<file path="src/include/ppi_pkg.sv">
/*
 * Constants shared by the port pin block: register offsets on the plain
 * byte-wide register port, reset values and port widths.
 * Assumes byte addressing with a 6-bit address and 8-bit data.
 */
package ppi_pkg;

    ////////////////////////////////////////////////////////////////////////
    // Bus geometry.
    localparam int ADDR_W = 6;
    localparam int DATA_W = 8;

    ////////////////////////////////////////////////////////////////////////
    // Register offsets.
    localparam logic [5:0] OFS_SER_DATA  = 6'h08;
    localparam logic [5:0] OFS_SER_LVL   = 6'h09;
    localparam logic [5:0] OFS_SER_DIR   = 6'h0a;
    localparam logic [5:0] OFS_IRQ_EN    = 6'h1c;
    localparam logic [5:0] OFS_EDGE_POL  = 6'h1d;
    localparam logic [5:0] OFS_IRQ_CLR   = 6'h1e;
    localparam logic [5:0] OFS_IRQ_FLAGS = 6'h1f;
    localparam logic [5:0] OFS_AD_DATA   = 6'h30;
    localparam logic [5:0] OFS_AD_LVL    = 6'h31;
    localparam logic [5:0] OFS_AD_DIR    = 6'h32;

    ////////////////////////////////////////////////////////////////////////
    // Reset values and fixed bit positions.
    localparam logic [7:0] RST_DATA   = 8'h00;
    localparam logic [7:0] RST_DIR    = 8'h00;
    localparam logic [7:0] RST_IRQ_EN = 8'h00;
    localparam logic [7:0] RST_POL    = 8'h00;
    localparam logic [7:0] RST_FLAGS  = 8'h00;
    localparam int         SER_TX_BIT = 1;
    localparam int         SER_RX_BIT = 0;

    ////////////////////////////////////////////////////////////////////////
    // Port widths.
    localparam int SER_W  = 4;
    localparam int AD_W   = 8;
    localparam int EDGE_W = 8;

endpackage : ppi_pkg

</file>
<file path="src/design/ppi_pin_sync.sv">
/*
 * Two-stage pin synchroniser with previous-sample edge detection.
 * Assumes pins are asynchronous to i_ref_clk; o_edge is combinational
 * from flops and is meant for logic on the same clock only.
 */
module ppi_pin_sync #(
    parameter int W = 8
) (
    input  wire logic         i_ref_clk,
    input  wire logic         i_resetn,
    input  wire logic [W-1:0] i_pin,
    input  wire logic [W-1:0] i_pol,
    output logic      [W-1:0] o_level,
    output logic      [W-1:0] o_edge
);

    typedef struct packed {
        logic [W-1:0] meta;
        logic [W-1:0] lvl;
        logic [W-1:0] prev;
    } ppi_sync_t;

    ppi_sync_t r;
    ppi_sync_t next_r;

    ////////////////////////////////////////////////////////////////////////
    // The first stage feeds only the second stage, never any other logic.
    always_comb begin
        next_r      = r;
        next_r.meta = i_pin;
        next_r.lvl  = r.meta;
        next_r.prev = r.lvl;
    end

    always_ff @(posedge i_ref_clk or negedge i_resetn) begin
        if (!i_resetn) begin
            r <= '0;
        end else begin
            r <= next_r;
        end
    end

    ////////////////////////////////////////////////////////////////////////
    // Polarity 1 picks rising edges, 0 picks falling edges.
    assign o_level = r.lvl;
    assign o_edge  = (i_pol & r.lvl & ~r.prev)
                   | (~i_pol & ~r.lvl & r.prev);

endmodule : ppi_pin_sync

</file>
<file path="src/design/ppi_port.sv">
/*
 * Port pin block: serial-port and analog-port data/direction/input
 * registers with serial pin takeover, and an eight-pin edge port with
 * per-pin enables, polarity and write-one-to-clear flags.
 * Assumes a single clock, a plain register port with read data one
 * cycle after the read strobe, and serial enables on the same clock.
 */
// Added by the designer: the address-and-strobe port.
// Overview of operation
// A data register read returns the stored bit where direction is 1 and the pin level elsewhere.
// Serial transmit pin 1 is forced to output and receive pin 0 to input while enabled.
// The input registers always return pin levels, low four bits for the serial port, ignoring writes.
// The input registers show the real pin level even on driven pins.
// Each of the eight edge pins has an interrupt enable, 0 masks and 1 permits.
// Each edge pin flag is set by an active edge chosen by the pin's polarity.
// Writing 1 to a flag bit clears it and writing 0 leaves it alone.
// The interrupt request is high while any flag and its enable are both set.
// Polarity 0 selects falling and 1 rising edges, against the previous sample.
// Reset clears all flags and enables, so no interrupt is pending.
module ppi_port #(
    parameter int SER_W  = ppi_pkg::SER_W,
    parameter int AD_W   = ppi_pkg::AD_W,
    parameter int EDGE_W = ppi_pkg::EDGE_W
) (
    input  wire logic              i_ref_clk,
    input  wire logic              i_resetn,
    input  wire logic [5:0]        i_addr,
    input  wire logic [7:0]        i_wdata,
    input  wire logic              i_wr,
    input  wire logic              i_rd,
    output logic      [7:0]        o_rdata,
    output logic                   o_irq,
    input  wire logic [SER_W-1:0]  i_ser_pin,
    output logic      [SER_W-1:0]  o_ser_out,
    output logic      [SER_W-1:0]  o_ser_oe_n,
    input  wire logic [AD_W-1:0]   i_ad_pin,
    output logic      [AD_W-1:0]   o_ad_out,
    output logic      [AD_W-1:0]   o_ad_oe_n,
    input  wire logic [EDGE_W-1:0] i_edge_pin,
    input  wire logic              i_sci_tx_en,
    input  wire logic              i_sci_rx_en,
    input  wire logic              i_sci_txd,
    output logic                   o_sci_rxd
);

    typedef struct packed {
        logic [SER_W-1:0]  ser_data;
        logic [SER_W-1:0]  ser_dir;
        logic [AD_W-1:0]   ad_data;
        logic [AD_W-1:0]   ad_dir;
        logic [EDGE_W-1:0] irq_en;
        logic [EDGE_W-1:0] pol;
        logic [EDGE_W-1:0] flags;
        logic [7:0]        rdata;
        logic              irq;
        logic [SER_W-1:0]  ser_out;
        logic [SER_W-1:0]  ser_oe_n;
        logic [AD_W-1:0]   ad_out;
        logic [AD_W-1:0]   ad_oe_n;
        logic              sci_rxd;
    } ppi_state_t;

    ppi_state_t r;
    ppi_state_t next_r;

    logic [SER_W-1:0]  ser_lvl;
    logic [AD_W-1:0]   ad_lvl;
    logic [EDGE_W-1:0] edge_lvl;
    logic [EDGE_W-1:0] edge_hit;
    logic [SER_W-1:0]  ser_eff_dir;
    logic [SER_W-1:0]  ser_drive;
    logic [7:0]        clr_mask;

    ////////////////////////////////////////////////////////////////////////
    // Widen a port value to the 8-bit bus, upper bits reading as zero.
    function automatic logic [7:0] widen(input logic [7:0] v, input int w);
        logic [7:0] m;
        m = 8'hff >> (8 - w);
        return v & m;
    endfunction : widen

    // Direction-dependent read of a port data register.
    function automatic logic [7:0] port_view(input logic [7:0] data,
                                             input logic [7:0] dir,
                                             input logic [7:0] lvl);
        return (dir & data) | (~dir & lvl);
    endfunction : port_view

    ////////////////////////////////////////////////////////////////////////
    // Pin synchronisers; only the edge port uses the edge outputs.
    ppi_pin_sync #(.W(SER_W)) u_ser_sync (
        .i_ref_clk (i_ref_clk),
        .i_resetn  (i_resetn),
        .i_pin     (i_ser_pin),
        .i_pol     ('0),
        .o_level   (ser_lvl),
        .o_edge    ()
    );

    ppi_pin_sync #(.W(AD_W)) u_ad_sync (
        .i_ref_clk (i_ref_clk),
        .i_resetn  (i_resetn),
        .i_pin     (i_ad_pin),
        .i_pol     ('0),
        .o_level   (ad_lvl),
        .o_edge    ()
    );

    ppi_pin_sync #(.W(EDGE_W)) u_edge_sync (
        .i_ref_clk (i_ref_clk),
        .i_resetn  (i_resetn),
        .i_pin     (i_edge_pin),
        .i_pol     (r.pol),
        .o_level   (edge_lvl),
        .o_edge    (edge_hit)
    );

    ////////////////////////////////////////////////////////////////////////
    // Serial takeover: the enables override the software direction.
    always_comb begin
        ser_eff_dir = r.ser_dir;
        ser_drive   = r.ser_data;
        if (i_sci_tx_en) begin
            ser_eff_dir[ppi_pkg::SER_TX_BIT] = 1'b1;
            ser_drive[ppi_pkg::SER_TX_BIT]   = i_sci_txd;
        end
        if (i_sci_rx_en) begin
            ser_eff_dir[ppi_pkg::SER_RX_BIT] = 1'b0;
        end
    end

    // Either the flag register or its clear alias clears with ones.
    assign clr_mask = (i_wr && (i_addr == ppi_pkg::OFS_IRQ_FLAGS
                               || i_addr == ppi_pkg::OFS_IRQ_CLR))
                      ? i_wdata : 8'h00;

    ////////////////////////////////////////////////////////////////////////
    // Next-state logic: register writes, flags, read data and pin drive.
    always_comb begin
        next_r = r;
        if (i_wr) begin
            case (i_addr)
                ppi_pkg::OFS_SER_DATA: next_r.ser_data = i_wdata[SER_W-1:0];
                ppi_pkg::OFS_SER_DIR:  next_r.ser_dir  = i_wdata[SER_W-1:0];
                ppi_pkg::OFS_AD_DATA:  next_r.ad_data  = i_wdata[AD_W-1:0];
                ppi_pkg::OFS_AD_DIR:   next_r.ad_dir   = i_wdata[AD_W-1:0];
                ppi_pkg::OFS_IRQ_EN:   next_r.irq_en   = i_wdata[EDGE_W-1:0];
                ppi_pkg::OFS_EDGE_POL: next_r.pol      = i_wdata[EDGE_W-1:0];
                default: begin
                    // Input registers and unmapped offsets ignore writes.
                end
            endcase
        end
        // A new edge wins over a clear in the same cycle.
        next_r.flags = (r.flags & ~clr_mask[EDGE_W-1:0])
                     | edge_hit;
        // Registered, so the request follows the flags by one cycle.
        next_r.irq = |(r.flags & r.irq_en);
        next_r.rdata = 8'h00;
        if (i_rd) begin
            case (i_addr)
                ppi_pkg::OFS_SER_DATA:
                    next_r.rdata = widen(port_view(8'(r.ser_data),
                                         8'(r.ser_dir), 8'(ser_lvl)),
                                         SER_W);
                ppi_pkg::OFS_SER_LVL:
                    next_r.rdata = widen(8'(ser_lvl), SER_W);
                ppi_pkg::OFS_SER_DIR:
                    next_r.rdata = widen(8'(r.ser_dir), SER_W);
                ppi_pkg::OFS_IRQ_EN:    next_r.rdata = 8'(r.irq_en);
                ppi_pkg::OFS_EDGE_POL:  next_r.rdata = 8'(r.pol);
                ppi_pkg::OFS_IRQ_FLAGS: next_r.rdata = 8'(r.flags);
                ppi_pkg::OFS_AD_DATA:
                    next_r.rdata = widen(port_view(8'(r.ad_data),
                                         8'(r.ad_dir), 8'(ad_lvl)),
                                         AD_W);
                ppi_pkg::OFS_AD_LVL:
                    next_r.rdata = widen(8'(ad_lvl), AD_W);
                ppi_pkg::OFS_AD_DIR:
                    next_r.rdata = widen(8'(r.ad_dir), AD_W);
                default: next_r.rdata = 8'h00;
            endcase
        end
        next_r.ser_out  = ser_drive;
        next_r.ser_oe_n = ~ser_eff_dir;
        next_r.ad_out   = r.ad_data;
        next_r.ad_oe_n  = ~r.ad_dir;
        next_r.sci_rxd  = ser_lvl[ppi_pkg::SER_RX_BIT];
    end

    ////////////////////////////////////////////////////////////////////////
    // State register; all pins float as inputs after reset.
    always_ff @(posedge i_ref_clk or negedge i_resetn) begin
        if (!i_resetn) begin
            r          <= '0;
            r.ser_data <= ppi_pkg::RST_DATA[SER_W-1:0];
            r.ser_dir  <= ppi_pkg::RST_DIR[SER_W-1:0];
            r.ad_data  <= ppi_pkg::RST_DATA[AD_W-1:0];
            r.ad_dir   <= ppi_pkg::RST_DIR[AD_W-1:0];
            r.irq_en   <= ppi_pkg::RST_IRQ_EN[EDGE_W-1:0];
            r.pol      <= ppi_pkg::RST_POL[EDGE_W-1:0];
            r.flags    <= ppi_pkg::RST_FLAGS[EDGE_W-1:0];
            r.ser_oe_n <= '1;
            r.ad_oe_n  <= '1;
        end else begin
            r <= next_r;
        end
    end

    assign o_rdata    = r.rdata;
    assign o_irq      = r.irq;
    assign o_ser_out  = r.ser_out;
    assign o_ser_oe_n = r.ser_oe_n;
    assign o_ad_out   = r.ad_out;
    assign o_ad_oe_n  = r.ad_oe_n;
    assign o_sci_rxd  = r.sci_rxd;
endmodule : ppi_port

</file>
<file path="config.mk">
export PLATFORM = sky130hd
export DESIGN_NAME = ppi_port
export DESIGN_NICKNAME = d
export VERILOG_FILES = /design/src/include/ppi_pkg.sv /design/src/design/ppi_pin_sync.sv /design/src/design/ppi_port.sv
export SDC_FILE = /design/constraint.sdc
export NUM_CORES = 1
export LEC_CHECK = 0
export BUFFER_PORTS_ARGS = -buffer_cell sky130_fd_sc_hd__buf_2
export CORE_UTILIZATION = 35
export CTS_BUF_LIST = sky130_fd_sc_hd__clkbuf_2
export DETAILED_ROUTE_END_ITERATION = 10
export GPL_TIMING_DRIVEN = 0
export PLACE_DENSITY = 0.53
export SETUP_SLACK_MARGIN = 0.15
export SYNTH_ARGS = -nofsm -noshare
export SYNTH_HDL_FRONTEND = slang
export SYNTH_SLANG_ARGS = --single-unit
</file>
<file path="constraint.sdc">
create_clock -name i_ref_clk -period 1.6 [get_ports i_ref_clk]
set_input_delay 0.32 -clock i_ref_clk [delete_from_list [all_inputs] [get_ports i_ref_clk]]
set_output_delay 0.32 -clock i_ref_clk [all_outputs]
set_load 0.02 [all_outputs]
</file>
; Word level (Yosys, flattened, before mapping)
; Index checks and enable logic that the tools add are counted.
[op_classes]
n_eq_ne = 10
muxes = 6
n_bitwise = 21
n_reduce_logical = 9
[ops]
columns = op, count
row1 = $pmux 8 s9, 1
row2 = $and 8x8->8, 8
row3 = $not 8->8, 5
row4 = $eq 6x5->1 const B, 4
row5 = $or 8x8->8, 3
row6 = $eq 6x4->1 const B, 3
row7 = $eq 6x6->1 const B, 3
row8 = $mux 8, 2
row9 = $reduce_and 2->1, 6
row10 = $and 4x4->4, 2
row11 = $not 4->4, 2
row12 = $reduce_or 8->1, 1
row13 = $or 4x4->4, 1
row14 = $mux 1, 3
row15 = $logic_and 1x1->1, 1
row16 = $logic_or 1x1->1, 1
[totals]
reg_bits = 130
inputBits = 41
out_inout_bits = 34
wordCells = 67

; Longest topological paths before layout
[depth]
ltp_word = 7
ltp_mapped = 7
mapped_depth_nobuf = 4

; Modules after synthesis
; Synthesis repeated with hierarchy kept, for this count alone.
[hier_totals]
cells_unflattened = 452
hier_area_um2 = 5731.7
[modules_own_cells]
columns = mod, n_inst, cells_per_inst, area_each_um2, seq_area_each_um2
row1 = ppi_port, 1, 312, 3736.1, 2067.0
row2 = ppi_pin_sync (u_ad_sync ...), 2, 56, 797.0, 600.6
row3 = ppi_pin_sync (u_ser_sync), 1, 28, 401.6, 300.3

; Worst setup path after synthesis
; No wires, ideal clock.
[synth_path]
path_type = input to register
startpoint = in i_addr[2]
endpoint = reg r[58] (netlist bit)
setup_ps = 125
arrival_ps = 1498
t_required_ps = 1475
slack_ps = -23
stages = 6
path_buffers = 2
cell_sequence = and4bb_1 > buf_6 > nor2b_4 > and3_4 > buf_6 > mux2_4
[synth_via]
elab_chain_cells = 2
[synth_lines]
columns = element, line_no
row1 = start: declaration, ppi_port.sv:27  ; input wire logic [5:0] i_addr,
row2 = $eq 6x6->1, ppi_port.sv:142  ; case (i_addr)
row3 = $reduce_and 2->1 (no line), --
row4 = end signal: assignment, ppi_port.sv:206  ; r <= next_r;
row5 = end: declaration, ppi_port.sv:63  ; ppi_state_t r;
; No other way between the ends.
; A chain may end at the register's enable or synchronous reset.

; Final worst setup path
[layout_path]
startpoint = reg r (netlist bit o_ser_oe_n[0])
endpoint = out o_ser_oe_n[0]
[layout_rtl]
columns = element, line_no
row1 = end: declaration, ppi_port.sv:35  ; output logic [SER_W-1:0] o_ser_oe_n,
; No word-level cell between the ends.

==> flow_metrics.py <==
metrics = {
    "run_status": {
        "outcome": "complete, but fails checks",
        "violations": "setup timing",
    },
    "min_path": {
        "hold_class": "in2async",
    },
    "power": {
        "leakagePower_nw": 3.025,
        "power_density_nw_per_um2": 1066,
        "ir_drop_uv": 468.4,
        "total_power_mw": 7.034,
    },
    "floorplan": {
        "die_h_um": 121.7,
        "die-area_um2": 14820,
        "rows": 43,
        "die_w_um": 121.7,
        "start_util": 0.3601,
        "ios": 75,
        "core_region_area_um2": 13930,
    },
    "logic_synthesis": {
        "synthTopCellsByCount": "dfrtp_1 (118), buf_4 (32), mux2_2 (31)",
        "avgSynthCellArea_um2": 13.45,
        "synth.ff_latch_count": 130,
        "ys.flop_type": "dfrtp_1",
        "ys_seq_area_frac": 0.6514,
        "synth_top_area_share": 0.5885,
        "yosysMostFrequentCell": "dfrtp_1",
        "syn_inst": 373,
        "synth_cell_types": 40,
        "synth_area_leader_cell": "dfrtp_1",
        "async_flop_share": 1.000,
        "yosys_warnings": 0,
        "synth.area.top_cells": "dfrtp_1 (59%), mux2_2 (7.0%), dfstp_2 (6.3%)",
        "synth_nets": 414,
        "syn_area_um2": 5017,
        "synth-edff-count": 0,
    },
    "critical_path": {
        "critPathMaxFanout": 1,
        "cp.arrival_ns": 1.42,
        "startpoint_type": "flip-flop",
        "crit_type": "reg2out",
        "crit_path_end_kind": "output port",
        "required_ns": 1.28,
    },
    "global_route": {
        "top_usage_layer": "met2",
        "grt_max_degree": 83,
        "use_met3": 0.04869,
        "grt_overflow": 0,
        "first_global_vias": 3482,
        "grt_pass1_wl_um": 18090,
        "use_met1": 0.2069,
        "antenna_found_initial": 1,
        "grtUsageMet2": 0.2763,
        "grt_usage": 0.1679,
    },
    "sta": {
        "final.period_utilization": 1.090,
        "rsz0062_at_grt": "yes",
        "fin_skew_ns": 0.02555,
        "slew_headroom": 0.5873,
        "worstMarginPinSlew_ns": 0.6173,
        "hold_viol_final": 0,
        "finalCriticalPeriod_ns": 1.743,
        "drv_slew": 0,
        "post-route-worst-setup-slack_ns": -0.1433,
        "fmax_mhz": 573.6,
        "setup_viol": 26,
    },
    "finish": {
        "nNetsFinal": 541,
        "register_area_um2": 3268,
        "nFillCells": 1288,
        "utilization": 0.4736,
        "synthToLayoutAreaGrowth_pct": 31.55,
        "multi_input_area_um2": 1403,
        "drive_above_1_share": 0.3906,
    },
    "clocking": {
        "root_buffer": "clkbuf_2",
        "cts.sinks": 130,
        "cts_buffer_depth": 2,
        "clk_pin_slew_ns": 0.19,
        "clock_latency_ns": 0.66,
        "cts_made_buffers": 17,
        "tritoncts": "built",
        "h-tree-depth": 4,
    },
    "drt": {
        "drt_wl_total_um": 10940,
        "viasPerCell": 4.739,
        "drc_errors": 0,
        "first_pass_iters": 4,
        "dr.first_iter.drc_count": 151,
        "ant_nets": 0,
        "wl_per_cell_um": 15.78,
        "vias": 3284,
    },
    "place": {
        "dp_hpwl_um": 7368,
        "port_buffers": 73,
        "gp_congestion": 0.7599,
    },
    "run": {
        "cap_violations": 0,
    },
}
## report_power, final
part / switching, mW / total [mW] / internal, mW
Sequential: 0.186 / 3.79 / 3.61
Clock: 1.15 / 2.14 / 0.999
Combinational: 0.474 / 1.10 / 0.622
## cells by family after synthesis
family	share of synthesized area
flip-flops	0.6514
AND/OR/NAND/NOR	0.08529
buffers and inverters	0.07232
AO/OA/AOI/OAI	0.07531
multiplexers	0.1157
## critical path: stages, from the launching register on
cell     delay [ns]
dfstp_2        0.56
buf_6          0.09
buf_6          0.11
## layout by cell type, fill, tap and decap left out, drive strengths merged, types with 2 or more instances in the layout
cell         instances
buf                118
a31oi                7
clkinv               6
and3                 2
a32oi                2
inv                 12
dfrtp              118
a22oi                5
and4b                2
o2111ai              4
o21ai               13
a221o                7
or4                  3
a21o                 2
nor2b                2
dfstp               12
nand2               26
mux2                40
nor2                21
and4                 2
nand2b               8
bufinv               4
clkbuf              21
clkinvlp             3
mux2i               10
nand3               14
o211ai               4
o2bb2ai              3
a21oi                2
dlygate4sd3         33
## per-stage QoR
step	hold WS, ns	setup slack, ns	cell area [um2]	cells	TNS [ns]
after floorplan	0.02441	-0.01308	5044	373	-0.1047
after global placement	0.3321	-1.448	5634	626	-192.04
after detailed placement	0.2852	-0.4547	5668	627	-13.86
after CTS	0.04387	-0.2538	6590	691	-4.953
after global routing	0.05000	-0.2870	6600	693	-5.924
final	0.1386	-0.1433	6600	693	-1.567
## routing by layer
layer / wire length (um) / part of all wire
met1: 4847 / 0.44
met5: 0 / 0
met2: 5458 / 0.50
met3: 481 / 0.044
met4: 151 / 0.014
## layout make-up
cell class | count | share of cell area
plain buffers | 46 | 0.06787
multi-input cells | 185 | 0.2125
clock buffers | 18 | 0.01365
clock inverters | 13 | 0.02559
flip-flops and latches | 130 | 0.4952
repair buffers | 108 | 0.1439
inverters | 12 | 0.006825
diodes | 1 | 0.0003791
well taps | 180 | 0.03412
## timing repair
| action | in CTS | in global routing |
|---|---|---|
| hold endpoints to repair | 194 | 0 |
| setup buffers | 0 | 1 |
| resized for setup | 100 | 0 |
| endpoints found under the setup margin | 34 | 35 |
| hold buffers | 33 | 0 |
## final timing paths
kind	from	end	slack, ns	depth (start not counted)
max	o_ser_oe_n[0]$_DFF_PN1_	o_ser_oe_n[0]	-0.14	2
max reg2reg	r[59]$_DFFE_PN0P_	o_rdata[1]$_DFF_PN0_	0.21	4
min reg2reg	u_ad_sync.next_r[9]$_DFF_PN0_	u_ad_sync.o_level[1]$_DFF_PN0_	0.35	0
max in group asynchronous	i_resetn	o_ad_oe_n[0]$_DFF_PN1_	0.68	3
min in group i_ref_clk	i_addr[0]	o_rdata[6]$_DFF_PN0_	0.18	4
min	i_resetn	o_rdata[4]$_DFF_PN0_	0.14	2
## sequential cells by signal, indices dropped and copies added (netlist names), 4 cells and up
signal	cells
u_ad_sync.next_r	8
r	37
next_r	11
o_ser_oe_n	4
u_ser_sync.next_r	4
u_ad_sync.o_level	8
o_ad_out	8
o_ser_out	4
u_edge_sync.o_level	8
u_edge_sync.next_r	8
u_edge_sync.r	8
o_ad_oe_n	8
o_rdata	8
u_ser_sync.o_level	4
Power figures use the tool's default switching activity.
